<file path="config.mk">
export PLATFORM = sky130hd
export DESIGN_NAME = sleep_wake_ext_irq_ctrl
export DESIGN_NICKNAME = d
export VERILOG_FILES = /design/src/rtl/sleep_wake_pkg.sv /design/src/rtl/sleep_wake_ext_irq_ctrl.sv
export SDC_FILE = /design/constraint.sdc
export NUM_CORES = 1
export LEC_CHECK = 0
export BUFFER_PORTS_ARGS = -buffer_cell sky130_fd_sc_hd__clkbuf_2
export CORE_ASPECT_RATIO = 2
export CORE_MARGIN = 3
export CORE_UTILIZATION = 40
export CTS_CLUSTER_DIAMETER = 80
export CTS_CLUSTER_SIZE = 30
export DETAILED_ROUTE_END_ITERATION = 8
export HOLD_SLACK_MARGIN = 0.1
export PLACE_DENSITY_LB_ADDON = 0.2
export SLEW_MARGIN = 20
export SYNTH_ARGS = -nofsm -noshare
export SYNTH_HDL_FRONTEND = slang
export SYNTH_SLANG_ARGS = --single-unit
</file>
<file path="constraint.sdc">
create_clock -name ref_clk -period 4 [get_ports ref_clk]
set_clock_uncertainty 0.1 [all_clocks]
set_input_delay 0.4 -clock ref_clk [delete_from_list [all_inputs] [get_ports ref_clk]]
set_output_delay 0.4 -clock ref_clk [all_outputs]
set_load 0.005 [all_outputs]
</file>
<file path="src/rtl/sleep_wake_pkg.sv">
// Shared constants for the sleep, wake-up and external interrupt sense controller.
// Assumes a single 10 MHz system clock and the plain register port described in the top module.
package sleep_wake_pkg;

    // Register word addresses on the plain register port
    localparam logic [7:0] ADDR_SLEEP_IRQ_CONTROL = 8'h00;
    localparam logic [7:0] ADDR_EXT_IRQ_MASK = 8'h01;
    localparam logic [7:0] ADDR_WAKE_STATUS = 8'h02;

    // Control register field positions
    localparam int unsigned PIN_ZERO_SENSE_LO = 0;
    localparam int unsigned PIN_ZERO_SENSE_HI = 1;
    localparam int unsigned PIN_ONE_SENSE_LO = 2;
    localparam int unsigned PIN_ONE_SENSE_HI = 3;
    localparam int unsigned DOZE_KIND_LO = 4;
    localparam int unsigned DOZE_KIND_HI = 5;
    localparam int unsigned DOZE_PERMIT = 6;
    localparam logic [7:0] CONTROL_WRITE_MASK = 8'h7f;
    localparam logic [7:0] CONTROL_RESET = 8'h00;

    // Mask register field positions
    localparam int unsigned MASK_PIN_ZERO = 0;
    localparam int unsigned MASK_PIN_ONE = 1;
    localparam logic [7:0] MASK_WRITE_MASK = 8'h03;
    localparam logic [7:0] MASK_RESET = 8'h00;

    // Status register field positions
    localparam int unsigned STAT_ASLEEP = 0;
    localparam int unsigned STAT_STARTUP = 1;
    localparam int unsigned STAT_KIND_LO = 2;
    localparam int unsigned STAT_PIN_ZERO = 4;
    localparam int unsigned STAT_PIN_ONE = 5;
    localparam int unsigned STAT_FLAG_ZERO = 6;
    localparam int unsigned STAT_FLAG_ONE = 7;

    // Sense field codes
    localparam logic [1:0] SENSE_LOW_LEVEL = 2'h0;
    localparam logic [1:0] SENSE_RESERVED = 2'h1;
    localparam logic [1:0] SENSE_FALLING = 2'h2;
    localparam logic [1:0] SENSE_RISING = 2'h3;

    // Sleep mode codes
    localparam logic [1:0] KIND_IDLE = 2'h0;
    localparam logic [1:0] KIND_RESERVED = 2'h1;
    localparam logic [1:0] KIND_POWER_DOWN = 2'h2;
    localparam logic [1:0] KIND_POWER_SAVE = 2'h3;

    // Oscillator start-up delay after a deep-sleep wake-up
    localparam int unsigned CLK_PERIOD_NS = 100;
    localparam int unsigned RESET_DELAY_TIMEOUT_NS = 16000;
    localparam int unsigned RESET_DELAY_CYCLES_RAW = (RESET_DELAY_TIMEOUT_NS + CLK_PERIOD_NS - 1) / CLK_PERIOD_NS;
    localparam int unsigned RESET_DELAY_CYCLES = (RESET_DELAY_CYCLES_RAW < 1) ? 1 : RESET_DELAY_CYCLES_RAW;
    localparam int unsigned DELAY_W = 12;
    localparam logic [DELAY_W-1:0] DELAY_LAST = DELAY_W'(RESET_DELAY_CYCLES - 1);
    localparam logic [DELAY_W-1:0] DELAY_ZERO = 12'h000;
    localparam logic [DELAY_W-1:0] DELAY_ONE = 12'h001;

    // Controller states, one-hot
    typedef enum logic [4:0] {
        ST_AWAKE = 5'b00001,
        ST_IDLE = 5'b00010,
        ST_POWER_DOWN = 5'b00100,
        ST_POWER_SAVE = 5'b01000,
        ST_STARTUP = 5'b10000
    } sleep_state_t;

endpackage : sleep_wake_pkg

</file>
<file path="src/rtl/sleep_wake_ext_irq_ctrl.sv">
// Sleep-mode entry, wake-up decision and external interrupt pin sense control.
// Assumes the core gives a one-cycle sleep pulse, the global enable flag as a level, and
// acknowledges each taken external interrupt with a one-cycle pulse. Pins arrive asynchronously.
//
// Chosen here: the register addresses and the plain strobed port.
`timescale 1ns/1ps

module sleep_wake_ext_irq_ctrl (
    // Clock and reset
    input wire logic ref_clk,
    input wire logic rst_n,
    // Register port
    input wire logic [7:0] reg_addr,
    input wire logic [7:0] reg_wdata,
    input wire logic reg_wr,
    input wire logic reg_rd,
    output logic [7:0] reg_rdata,
    // External interrupt pins, asynchronous
    input wire logic ext_irq_pin_zero,
    input wire logic ext_irq_pin_one,
    // Core side
    input wire logic sleep_instr,
    input wire logic global_irq_en,
    input wire logic irq_ack_zero,
    input wire logic irq_ack_one,
    output logic ext_irq_req_zero,
    output logic ext_irq_req_one,
    // Other wake sources
    input wire logic ext_reset_pin_n,
    input wire logic internal_irq_req,
    input wire logic wdt_enable,
    input wire logic wdt_timeout,
    input wire logic timer_two_async_sel,
    input wire logic timer_two_ovf_irq,
    input wire logic timer_two_cmp_irq,
    // Power control
    output logic cpu_halt,
    output logic main_osc_stop,
    output logic sync_timers_run,
    output logic timer_two_run,
    output logic wake_resume,
    output logic reset_vector_req
);

    sleep_wake_pkg::sleep_state_t state;
    sleep_wake_pkg::sleep_state_t next_state;
    sleep_wake_pkg::sleep_state_t resume_state;

    logic [7:0] mcu_sleep_irq_control;
    logic [7:0] ext_irq_mask_reg;
    logic [sleep_wake_pkg::DELAY_W-1:0] delay_count;
    logic level_wake;

    logic [1:0] pin_zero_meta;
    logic [1:0] pin_one_meta;
    logic [1:0] rst_meta;
    logic pin_zero_sync;
    logic pin_one_sync;
    logic pin_zero_prev;
    logic pin_one_prev;
    logic ext_reset_sync_n;

    logic flag_zero;
    logic flag_one;
    logic level_zero;
    logic level_one;
    logic edge_zero;
    logic edge_one;
    logic enable_zero;
    logic enable_one;
    logic clock_running;
    logic enabled_level_req;
    logic idle_wake;
    logic deep_wake;
    logic save_wake;

    // Sense decode shared by both pins: level, falling or rising; reserved code gives nothing
    function automatic logic sense_hit(input logic [1:0] code, input logic cur, input logic prev,
                                       input logic want_level);
        logic hit;
        hit = 1'b0;
        case (code)
            sleep_wake_pkg::SENSE_LOW_LEVEL: hit = want_level & ~cur;
            sleep_wake_pkg::SENSE_FALLING: hit = ~want_level & prev & ~cur;
            sleep_wake_pkg::SENSE_RISING: hit = ~want_level & ~prev & cur;
            sleep_wake_pkg::SENSE_RESERVED: hit = 1'b0;
            default: hit = 1'b0;
        endcase
        return hit;
    endfunction : sense_hit

    // Write decode used by every writable register
    function automatic logic write_hit(input logic wr, input logic [7:0] addr, input logic [7:0] target);
        return wr & (addr == target);
    endfunction : write_hit

    // Two-stage synchronisers for the pins; the first stage feeds only the second
    always_ff @(posedge ref_clk) begin
        if (!rst_n) begin
            pin_zero_meta <= 2'h3;
            pin_one_meta <= 2'h3;
            rst_meta <= 2'h3;
        end else begin
            pin_zero_meta <= {pin_zero_meta[0], ext_irq_pin_zero};
            pin_one_meta <= {pin_one_meta[0], ext_irq_pin_one};
            rst_meta <= {rst_meta[0], ext_reset_pin_n};
        end
    end

    assign pin_zero_sync = pin_zero_meta[1];
    assign pin_one_sync = pin_one_meta[1];
    assign ext_reset_sync_n = rst_meta[1];

    // Previous synchronised sample for edge comparison
    always_ff @(posedge ref_clk) begin
        if (!rst_n) begin
            pin_zero_prev <= 1'b1;
            pin_one_prev <= 1'b1;
        end else begin
            pin_zero_prev <= pin_zero_sync;
            pin_one_prev <= pin_one_sync;
        end
    end

    // Sense field decode per pin
    assign level_zero = sense_hit(mcu_sleep_irq_control[sleep_wake_pkg::PIN_ZERO_SENSE_HI:
                                  sleep_wake_pkg::PIN_ZERO_SENSE_LO], pin_zero_sync, pin_zero_prev, 1'b1);
    assign edge_zero = sense_hit(mcu_sleep_irq_control[sleep_wake_pkg::PIN_ZERO_SENSE_HI:
                                 sleep_wake_pkg::PIN_ZERO_SENSE_LO], pin_zero_sync, pin_zero_prev, 1'b0);
    assign level_one = sense_hit(mcu_sleep_irq_control[sleep_wake_pkg::PIN_ONE_SENSE_HI:
                                 sleep_wake_pkg::PIN_ONE_SENSE_LO], pin_one_sync, pin_one_prev, 1'b1);
    assign edge_one = sense_hit(mcu_sleep_irq_control[sleep_wake_pkg::PIN_ONE_SENSE_HI:
                                sleep_wake_pkg::PIN_ONE_SENSE_LO], pin_one_sync, pin_one_prev, 1'b0);

    // The system clock is modelled as stopped in the deep sleep modes, so edges there are lost
    assign clock_running = (state == sleep_wake_pkg::ST_AWAKE) || (state == sleep_wake_pkg::ST_IDLE);

    // Edge events latch until the core acknowledges; a new edge beats a same-cycle acknowledge
    always_ff @(posedge ref_clk) begin
        if (!rst_n) begin
            flag_zero <= 1'b0;
        end else if (edge_zero && clock_running) begin
            flag_zero <= 1'b1;
        end else if (irq_ack_zero) begin
            flag_zero <= 1'b0;
        end
    end

    always_ff @(posedge ref_clk) begin
        if (!rst_n) begin
            flag_one <= 1'b0;
        end else if (edge_one && clock_running) begin
            flag_one <= 1'b1;
        end else if (irq_ack_one) begin
            flag_one <= 1'b0;
        end
    end

    // Requests reach the core only with the global flag and the pin's mask bit set
    assign enable_zero = global_irq_en & ext_irq_mask_reg[sleep_wake_pkg::MASK_PIN_ZERO];
    assign enable_one = global_irq_en & ext_irq_mask_reg[sleep_wake_pkg::MASK_PIN_ONE];
    assign ext_irq_req_zero = enable_zero & (flag_zero | level_zero) & clock_running;
    assign ext_irq_req_one = enable_one & (flag_one | level_one) & clock_running;

    // Wake conditions per mode
    assign enabled_level_req = (enable_zero & level_zero) | (enable_one & level_one);
    assign idle_wake = ext_irq_req_zero | ext_irq_req_one | internal_irq_req | wdt_timeout;
    assign deep_wake = enabled_level_req | (wdt_enable & wdt_timeout);
    assign save_wake = deep_wake | (timer_two_async_sel & (timer_two_ovf_irq | timer_two_cmp_irq));

    // Control register: sense fields, mode field and sleep permit; bit 7 reads zero
    always_ff @(posedge ref_clk) begin
        if (!rst_n) begin
            mcu_sleep_irq_control <= sleep_wake_pkg::CONTROL_RESET;
        end else if (write_hit(reg_wr, reg_addr, sleep_wake_pkg::ADDR_SLEEP_IRQ_CONTROL)) begin
            mcu_sleep_irq_control <= reg_wdata & sleep_wake_pkg::CONTROL_WRITE_MASK;
        end
    end

    // Mask register for the two pins
    always_ff @(posedge ref_clk) begin
        if (!rst_n) begin
            ext_irq_mask_reg <= sleep_wake_pkg::MASK_RESET;
        end else if (write_hit(reg_wr, reg_addr, sleep_wake_pkg::ADDR_EXT_IRQ_MASK)) begin
            ext_irq_mask_reg <= reg_wdata & sleep_wake_pkg::MASK_WRITE_MASK;
        end
    end

    // Next-state decision
    always_comb begin
        next_state = state;
        case (state)
            sleep_wake_pkg::ST_AWAKE: begin
                if (sleep_instr && mcu_sleep_irq_control[sleep_wake_pkg::DOZE_PERMIT]) begin
                    case (mcu_sleep_irq_control[sleep_wake_pkg::DOZE_KIND_HI:sleep_wake_pkg::DOZE_KIND_LO])
                        sleep_wake_pkg::KIND_IDLE: next_state = sleep_wake_pkg::ST_IDLE;
                        sleep_wake_pkg::KIND_POWER_DOWN: next_state = sleep_wake_pkg::ST_POWER_DOWN;
                        sleep_wake_pkg::KIND_POWER_SAVE: next_state = sleep_wake_pkg::ST_POWER_SAVE;
                        default: next_state = sleep_wake_pkg::ST_AWAKE;
                    endcase
                end
            end
            sleep_wake_pkg::ST_IDLE: begin
                if (idle_wake) begin
                    next_state = sleep_wake_pkg::ST_AWAKE;
                end
            end
            sleep_wake_pkg::ST_POWER_DOWN: begin
                if (deep_wake) begin
                    next_state = sleep_wake_pkg::ST_STARTUP;
                end
            end
            sleep_wake_pkg::ST_POWER_SAVE: begin
                if (save_wake) begin
                    next_state = sleep_wake_pkg::ST_STARTUP;
                end
            end
            sleep_wake_pkg::ST_STARTUP: begin
                if (level_wake && !enabled_level_req) begin
                    next_state = resume_state;
                end else if (delay_count == sleep_wake_pkg::DELAY_ZERO) begin
                    next_state = sleep_wake_pkg::ST_AWAKE;
                end
            end
            default: next_state = sleep_wake_pkg::ST_AWAKE;
        endcase
        if (!ext_reset_sync_n) begin
            next_state = sleep_wake_pkg::ST_AWAKE;
        end
    end

    // State register; wake-up never touches core storage, only this controller's own state
    always_ff @(posedge ref_clk) begin
        if (!rst_n) begin
            state <= sleep_wake_pkg::ST_AWAKE;
        end else begin
            state <= next_state;
        end
    end

    // Remember which deep mode to return to if a level request falls away during start-up
    always_ff @(posedge ref_clk) begin
        if (!rst_n) begin
            resume_state <= sleep_wake_pkg::ST_POWER_DOWN;
            level_wake <= 1'b0;
        end else if ((state == sleep_wake_pkg::ST_POWER_DOWN || state == sleep_wake_pkg::ST_POWER_SAVE)
                     && next_state == sleep_wake_pkg::ST_STARTUP) begin
            resume_state <= state;
            level_wake <= enabled_level_req & ~(wdt_enable & wdt_timeout);
        end
    end

    // Oscillator start-up delay counter
    always_ff @(posedge ref_clk) begin
        if (!rst_n) begin
            delay_count <= sleep_wake_pkg::DELAY_LAST;
        end else if (state != sleep_wake_pkg::ST_STARTUP) begin
            delay_count <= sleep_wake_pkg::DELAY_LAST;
        end else if (delay_count != sleep_wake_pkg::DELAY_ZERO) begin
            delay_count <= delay_count - sleep_wake_pkg::DELAY_ONE;
        end
    end

    // Power control outputs
    always_ff @(posedge ref_clk) begin
        if (!rst_n) begin
            cpu_halt <= 1'b0;
            main_osc_stop <= 1'b0;
            sync_timers_run <= 1'b1;
            timer_two_run <= 1'b1;
        end else begin
            cpu_halt <= (next_state != sleep_wake_pkg::ST_AWAKE);
            main_osc_stop <= (next_state == sleep_wake_pkg::ST_POWER_DOWN)
                             || (next_state == sleep_wake_pkg::ST_POWER_SAVE);
            sync_timers_run <= (next_state == sleep_wake_pkg::ST_AWAKE)
                               || (next_state == sleep_wake_pkg::ST_IDLE);
            timer_two_run <= (next_state == sleep_wake_pkg::ST_AWAKE)
                             || (next_state == sleep_wake_pkg::ST_IDLE)
                             || ((next_state == sleep_wake_pkg::ST_POWER_SAVE)
                                 && timer_two_async_sel);
        end
    end

    // Wake and reset-vector pulses to the core
    always_ff @(posedge ref_clk) begin
        if (!rst_n) begin
            wake_resume <= 1'b0;
            reset_vector_req <= 1'b0;
        end else begin
            wake_resume <= (state != sleep_wake_pkg::ST_AWAKE) && (next_state == sleep_wake_pkg::ST_AWAKE)
                           && ext_reset_sync_n;
            reset_vector_req <= (state != sleep_wake_pkg::ST_AWAKE) && !ext_reset_sync_n;
        end
    end

    // Read data, valid in the cycle after the read strobe; unmapped addresses read zero
    always_ff @(posedge ref_clk) begin
        if (!rst_n) begin
            reg_rdata <= 8'h00;
        end else if (reg_rd) begin
            case (reg_addr)
                sleep_wake_pkg::ADDR_SLEEP_IRQ_CONTROL: reg_rdata <= mcu_sleep_irq_control;
                sleep_wake_pkg::ADDR_EXT_IRQ_MASK: reg_rdata <= ext_irq_mask_reg;
                sleep_wake_pkg::ADDR_WAKE_STATUS: begin
                    reg_rdata <= 8'h00;
                    reg_rdata[sleep_wake_pkg::STAT_ASLEEP] <= (state != sleep_wake_pkg::ST_AWAKE);
                    reg_rdata[sleep_wake_pkg::STAT_STARTUP] <= (state == sleep_wake_pkg::ST_STARTUP);
                    reg_rdata[sleep_wake_pkg::STAT_KIND_LO +: 2] <=
                        mcu_sleep_irq_control[sleep_wake_pkg::DOZE_KIND_HI:sleep_wake_pkg::DOZE_KIND_LO];
                    reg_rdata[sleep_wake_pkg::STAT_PIN_ZERO] <= pin_zero_sync;
                    reg_rdata[sleep_wake_pkg::STAT_PIN_ONE] <= pin_one_sync;
                    reg_rdata[sleep_wake_pkg::STAT_FLAG_ZERO] <= flag_zero;
                    reg_rdata[sleep_wake_pkg::STAT_FLAG_ONE] <= flag_one;
                end
                default: reg_rdata <= 8'h00;
            endcase
        end else begin
            reg_rdata <= 8'h00;
        end
    end

endmodule : sleep_wake_ext_irq_ctrl

</file>
==> Yosys cells after proc, flatten, opt, wreduce, memory -nomap -nowiden <==
Index checks and enable logic that the tools add are counted.
{ "classes": {"bitwise_logic": 32, "n_reduce_logical": 30, "eq_ne": 23, "addsub": 1, "n_mux": 18} }
{ "ops": {"columns": ["cell", "n"], "rows": [
  ["$mux W5", 7],
  ["$pmux W5 S5", 1],
  ["$pmux W8 S3", 1],
  ["$and A1 B1 Y1", 17],
  ["$eq A2 B2 Y1 const B", 6],
  ["$logic_not A12 Y1", 1],
  ["$pmux W4 S3", 1],
  ["$reduce_bool A12 Y1", 1],
  ["$sub A12 B1 Y12 const B", 1],
  ["$eq A5 B1 Y1 const B", 2],
  ["$eq A5 B2 Y1 const B", 2],
  ["$eq A5 B3 Y1 const B", 2],
  ["$eq A5 B4 Y1 const B", 2],
  ["$eq A5 B5 Y1 const B", 2],
  ["$ne A5 B1 Y1 const B", 2],
  ["$logic_and A1 B1 Y1", 9],
  ["$or A1 B1 Y1", 9],
  ["$eq A8 B1 Y1 const B", 1],
  ["$eq A8 B2 Y1 const B", 1],
  ["$logic_not A8 Y1", 1],
  ["$logic_not A2 Y1", 3],
  ["$not A1 Y1", 6],
  ["$pmux W1 S3", 2],
  ["$reduce_or A2 Y1", 3],
  ["other kinds (9)", 21]
]} }
{ "word_totals": {"output_inout_bits": 16, "ff_bits": 56, "wordCells": 124, "in_bits": 33} }

==> Depth between registers and ports, before layout <==
{ "depth": {"word_depth": 15, "mapped_depth": 10, "mapped_depth_nobuf": 8} }

==> Worst setup path before layout <==
Ideal clock, no wire load.
{ "synth_timing": {"path_type": "reg-to-reg", "from": "reg delay_count[2] (netlist name)", "to": "reg timer_two_run", "period_less_slack_ns": 2.181, "path_buffers": 1, "stages_incl_launch_ff": 9, "path_slack_ns": 1.819, "t_required_ns": 3.784, "setup_ns": 0.116, "arrival_ns": 1.965, "cell_sequence": "dfxtp_1 -> nor4_2 -> nand4_1 -> clkbuf_8 -> a311oi_2 -> nor4b_4 -> xnor2_1 -> a31o_1 -> a41o_1"} }
{ "synth_via": {"elab_chain_len": 8, "word_cells_on_any_way": 11} }
{ "synth_rtl": {"columns": ["element", "line", "rtl"], "rows": [
  ["from (decl)", "sleep_wake_ext_irq_ctrl.sv:51", "logic [sleep_wake_pkg::DELAY_W-1:0] delay_count;"],
  ["from (signal assigned)", "sleep_wake_ext_irq_ctrl.sv:256", "delay_count <= sleep_wake_pkg::DELAY_LAST;"],
  ["from (signal assigned)", "sleep_wake_ext_irq_ctrl.sv:258", "delay_count <= sleep_wake_pkg::DELAY_LAST;"],
  ["from (signal assigned)", "sleep_wake_ext_irq_ctrl.sv:260", "delay_count <= delay_count - sleep_wake_pkg::DELAY_ONE;"],
  ["$logic_not A12 Y1 *", "sleep_wake_ext_irq_ctrl.sv:221", "end else if (delay_count == sleep_wake_pkg::DELAY_ZERO) begin"],
  ["$mux W5 *", "sleep_wake_ext_irq_ctrl.sv:221", null],
  ["$mux W5 *", "sleep_wake_ext_irq_ctrl.sv:219", "if (level_wake && !enabled_level_req) begin"],
  ["$pmux W5 S5 *", "sleep_wake_ext_irq_ctrl.sv:192", "case (state)"],
  ["$mux W5 *", "sleep_wake_ext_irq_ctrl.sv:227", "if (!ext_reset_sync_n) begin"],
  ["$eq A5 B1 Y1 (tied with other cells)", "sleep_wake_ext_irq_ctrl.sv:277", "timer_two_run <= (next_state == sleep_wake_pkg::ST_AWAKE)"],
  ["$logic_or A1 B1 Y1 / $logic_and A1 B1 Y1 (equally long branches)", "sleep_wake_ext_irq_ctrl.sv:278, sleep_wake_ext_irq_ctrl.sv:280", null],
  ["$logic_or A1 B1 Y1 *", "sleep_wake_ext_irq_ctrl.sv:279", "|| ((next_state == sleep_wake_pkg::ST_POWER_SAVE)"],
  ["to (signal assigned)", "sleep_wake_ext_irq_ctrl.sv:277", null],
  ["to (decl)", "sleep_wake_ext_irq_ctrl.sv:40", "output logic timer_two_run,"]
]} }
Every way passes the cells marked *; elsewhere a longest branch is shown, timed or not.
A chain may end at the register's enable or synchronous reset.

==> Worst setup path in the final report <==
{ "layout_timing": {"from": "reg delay_count[2] (netlist name)", "to": "reg resume_state[2]"} }
{ "layout_via": {"elab_chain_len": 7} }
{ "layout_rtl": {"columns": ["element", "line", "rtl"], "rows": [
  ["$logic_not A12 Y1", "sleep_wake_ext_irq_ctrl.sv:221", null],
  ["$mux W5", "sleep_wake_ext_irq_ctrl.sv:221", null],
  ["$mux W5", "sleep_wake_ext_irq_ctrl.sv:219", null],
  ["$pmux W5 S5", "sleep_wake_ext_irq_ctrl.sv:192", null],
  ["$mux W5", "sleep_wake_ext_irq_ctrl.sv:227", null],
  ["$eq A5 B5 Y1", "sleep_wake_ext_irq_ctrl.sv:247", "&& next_state == sleep_wake_pkg::ST_STARTUP) begin"],
  ["$logic_and A1 B1 Y1", "sleep_wake_ext_irq_ctrl.sv:247", null],
  ["to (signal assigned)", "sleep_wake_ext_irq_ctrl.sv:244", "resume_state <= sleep_wake_pkg::ST_POWER_DOWN;"],
  ["to (signal assigned)", "sleep_wake_ext_irq_ctrl.sv:248", "resume_state <= state;"],
  ["to (decl)", "sleep_wake_ext_irq_ctrl.sv:47", "sleep_wake_pkg::sleep_state_t resume_state;"]
]} }
No other way between the ends.

==> run summary <==
TritonCTS built the clock tree. The number of buffers inserted to repair setup after CTS was 0. The placed instances occupy a cell area of 2920 um2. The type of the most critical hold path was in2reg.

The largest total area in the synthesized netlist belongs to sky130_fd_sc_hd__dfxtp_1. The floorplan step set the die height to 121 um. The run gives 0 as the total global routing overflow. The run gives 41 as the row count. For the first-pass GRT wire length, the log shows 9.87 mm. For this run, the total global-route usage over all layers was measured as 16.8%. The number of cells after detailed placement is 412, and the area added between synthesis and finish is 16.2%. The number of global-route vias before repair came out at 2088. The logs give 0 for the total count of hold-check failures in the final report and 33.7% for the met2 demand-to-capacity share in global routing. Derived from the worst setup path, the maximum achievable clock frequency is 411 MHz. Total power for the finished layout comes to 1060 uW.

The tools report the Yosys warning count as 0. The run gives 56 as the clock net sink count. The total of fill cells in the finished design is 659, and the required time at the endpoint of the critical path is 4070 ps. The register with the most flip-flops in the layout has 12 of them. The share of flip-flops with an asynchronous set or reset after synthesis was 0%; the number of vias in the routed layout was 2105. The H-tree generated during clock tree synthesis spans 2 levels. The initial utilization of the core area, before any placement, comes to 41.5%. After detailed routing, the number of remaining DRC violations is 0. The routed length per placed instance came out at 14.3 um. The latest clock arrival within the worst-skew pair came out at 290 ps.

Walking the worst path, the cells encountered are nor4_2 -> nand4_1 -> a21oi_1 -> a2bb2oi_1 -> or3_1 -> mux2i_1 -> nand2_1. The flow ran to the end, and the final reports show no timing, DRC or antenna violations. For the finished layout, the period the worst path requires is 2430 ps. The logs give 2 for the maximum count of clock buffers along a single path and 15.7% for the met1 track utilization from global routing.

Largest driver fanout on the critical path: 6. The clock-pin slew on the worst setup and hold paths was 70 ps; the unique cell type count in the Yosys netlist was 57. Each instance of the synthesized netlist takes up on average 9.14 um2. Buffers inserted during clock tree synthesis total 5. The run gives 0 as the count of hold buffers inserted by post-cts repair.

Setup repair after global routing left no endpoint under its margin. The fraction of final layout cells with drive strength greater than 1 was 22.5%. Worst setup path startpoint: delay_count[2]. The repair_antennas step left the layout with diodes totalling 0.

Buffers placed on the I/O ports in this run total 47. After clock tree synthesis, the repair step resized 0 gates. Setup total negative slack on the finished layout was measured at 0 ps. Global routing consumed, on the met3 layer, 3.34% of the routing resources. The die is 63.5 um wide. The placer congestion estimate was 0.840; the initial antenna violation count was 0.

By area the synthesized netlist is led by sky130_fd_sc_hd__dfxtp_1 42%, sky130_fd_sc_hd__mux2i_1 6.8%, sky130_fd_sc_hd__nor2_1 6.4%. For the number of nets in the layout, the log shows 368. Before antenna repair, the detailed router went through 4 iterations.

For this design the static power due to leakage is 0.00131 uW. After detailed routing, the total wire length is 5.99 mm. For the remaining antenna violation count, the log shows 0.

The register bit count reported by yosys was 56. On the critical path, the stage with the largest delay is an instance of sky130_fd_sc_hd__nor4_2. Delay contributed by the slowest stage of the critical path: 470 ps. The startpoint identified for the worst register-to-register timing path is delay_count[2]. Leaving out fill and tap cells, the most frequent cells in the layout are 56 x sky130_fd_sc_hd__dfxtp_1, 47 x sky130_fd_sc_hd__clkbuf_2, 45 x sky130_fd_sc_hd__nor2_1. For the worst hold margin, the log shows 185 ps. delay_count holds more flip-flops than any other register. Type of destination of the critical path: a register.

The run gives 0 as the total of max-cap violations. The tools report the clock tree root driver cell as sky130_fd_sc_hd__clkbuf_16. The number of enable-type register cells in the synthesized netlist is 0, and the per-cell via count in the routed design is 5.02.

The critical path arrival was 2500 ps; the relative max-transition margin was 65.7%. The region available for standard cell placement spans 6360 um2. The cell area after layout was 3070 um2; the largest net degree at the start of global routing was 20.

The detailed router finished its first iteration with 106 violations. The library cell used most frequently in the layout, excluding fill and tap cells, is sky130_fd_sc_hd__dfxtp_1. Class of the most critical setup path: reg2reg.

For the area of the mapped netlist, the log shows 2640 um2. Synthesis produced 289 cells. The HPWL after detailed placement is 4.73 mm.

Busiest metal layer after global routing: met2. Dividing the final minimum period by the clock period gives 60.8%. The worst hold path begins at ext_irq_pin_one. The worst setup path is launched from a register. The run gives 0.265 mV as the peak supply drop.

The logs give 0 for the number of setup violations in the final report and 324 for the net count after synthesis. The die covers 7670 um2. The slew at the pin closest to its max-slew limit came out at 513 ps. Dividing total power by cell area gives a power density of 344 nW/um2.

The run gives 419 as the final standard cell count with taps included and fillers excluded. After synthesis, the largest area contributor takes up 42.4% of total cell area. The largest registers in the layout are delay_count (12), reg_rdata (8), mcu_sleep_irq_control (7). The share of the yosys chip area belonging to registers is 42.4%. Among all flip-flop cells after synthesis, the most frequent one is sky130_fd_sc_hd__dfxtp_1.

The number of placed I/O pins is 49, and the count of final max-slew check failures is 0.
through the flow:
stage / setup slack (ps) / utilization [%]
6_report: 1570 / 48.3
5_1_grt: 1350 / 48.3
4_1_cts: 1540 / 48.3
3_5_place_dp: 1550 / 45.9
3_3_place_gp: 1570 / 45.9
2_1_floorplan: 1820 / -
cell usage after synthesis (3+ instances only):
library cell and number:
sky130_fd_sc_hd__a21oi_1 8, sky130_fd_sc_hd__and2_1 3, sky130_fd_sc_hd__and3_1 4, sky130_fd_sc_hd__buf_6 3, sky130_fd_sc_hd__clkbuf_1 5, sky130_fd_sc_hd__dfxtp_1 56
sky130_fd_sc_hd__inv_1 10, sky130_fd_sc_hd__mux2i_1 18, sky130_fd_sc_hd__nand2_1 29, sky130_fd_sc_hd__nand2b_1 8, sky130_fd_sc_hd__nand3_1 10, sky130_fd_sc_hd__nor2_1 45
sky130_fd_sc_hd__nor2b_1 5, sky130_fd_sc_hd__nor3_1 6, sky130_fd_sc_hd__nor3b_1 4, sky130_fd_sc_hd__o21ai_0 6, sky130_fd_sc_hd__xnor2_1 8, sky130_fd_sc_hd__xor2_1 5
worst paths after layout:
check / cells past startpoint / endpoint / slack (ps)
worst max-delay path: 7 / resume_state[2] / 1570
worst min register to register: 1 / rst_meta[1] / 310
worst min-delay path: 2 / pin_one_meta[0] / 180
worst max register to register: 7 / resume_state[2] / 1570
critical path, delay by kind of cell (launching register included):
kind            cells  cell delay, ps
simple gates        4            1090
flops               1             340
compound gates      2             560
mux                 1             220
logic make-up (layout without fill, tap and decap cells):
| kind of cell | count (synthesis) | after routing | synth area share, % |
|---|---|---|---|
| AO/OA/AOI/OAI | 37 | 37 | 11.7 |
| XOR/XNOR | 14 | 14 | 4.93 |
| adder cells (fa/ha/maj) | 2 | 2 | 0.947 |
| multiplexers | 18 | 18 | 6.82 |
| AND/OR/NAND/NOR | 139 | 139 | 28.5 |
| flip-flops | 56 | 56 | 42.4 |
| buffers and inverters | 23 | 67 | 4.64 |
report_power, final:
part | leakage, uW | total (uW) | internal [uW] | switching [uW]
clock | 0.0000760 | 450 | 263 | 187
sequential | 0.000453 | 564 | 561 | 2.93
combinational | 0.000782 | 42.5 | 20.7 | 21.8
total | 0.00131 | 1060 | 845 | 212
routing by layer:
metal  wire (um)  up-vias
met3         207        7
met5           0        -
li1            -     1079
met4         117        0
met1        2180      976
met2        3480       43
cell type report:
| type | count | area [um2] | share of cell area (%) |
|---|---|---|---|
| multi-input cells | 210 | 1400 | 45.5 |
| flip-flops and latches | 56 | 1120 | 36.5 |
| repair buffers | 49 | 250 | 8.15 |
| clock buffers | 7 | 153 | 4.97 |
| well taps | 86 | 108 | 3.50 |
| inverters | 11 | 41.3 | 1.34 |
(Power assumes the default switching activity.)
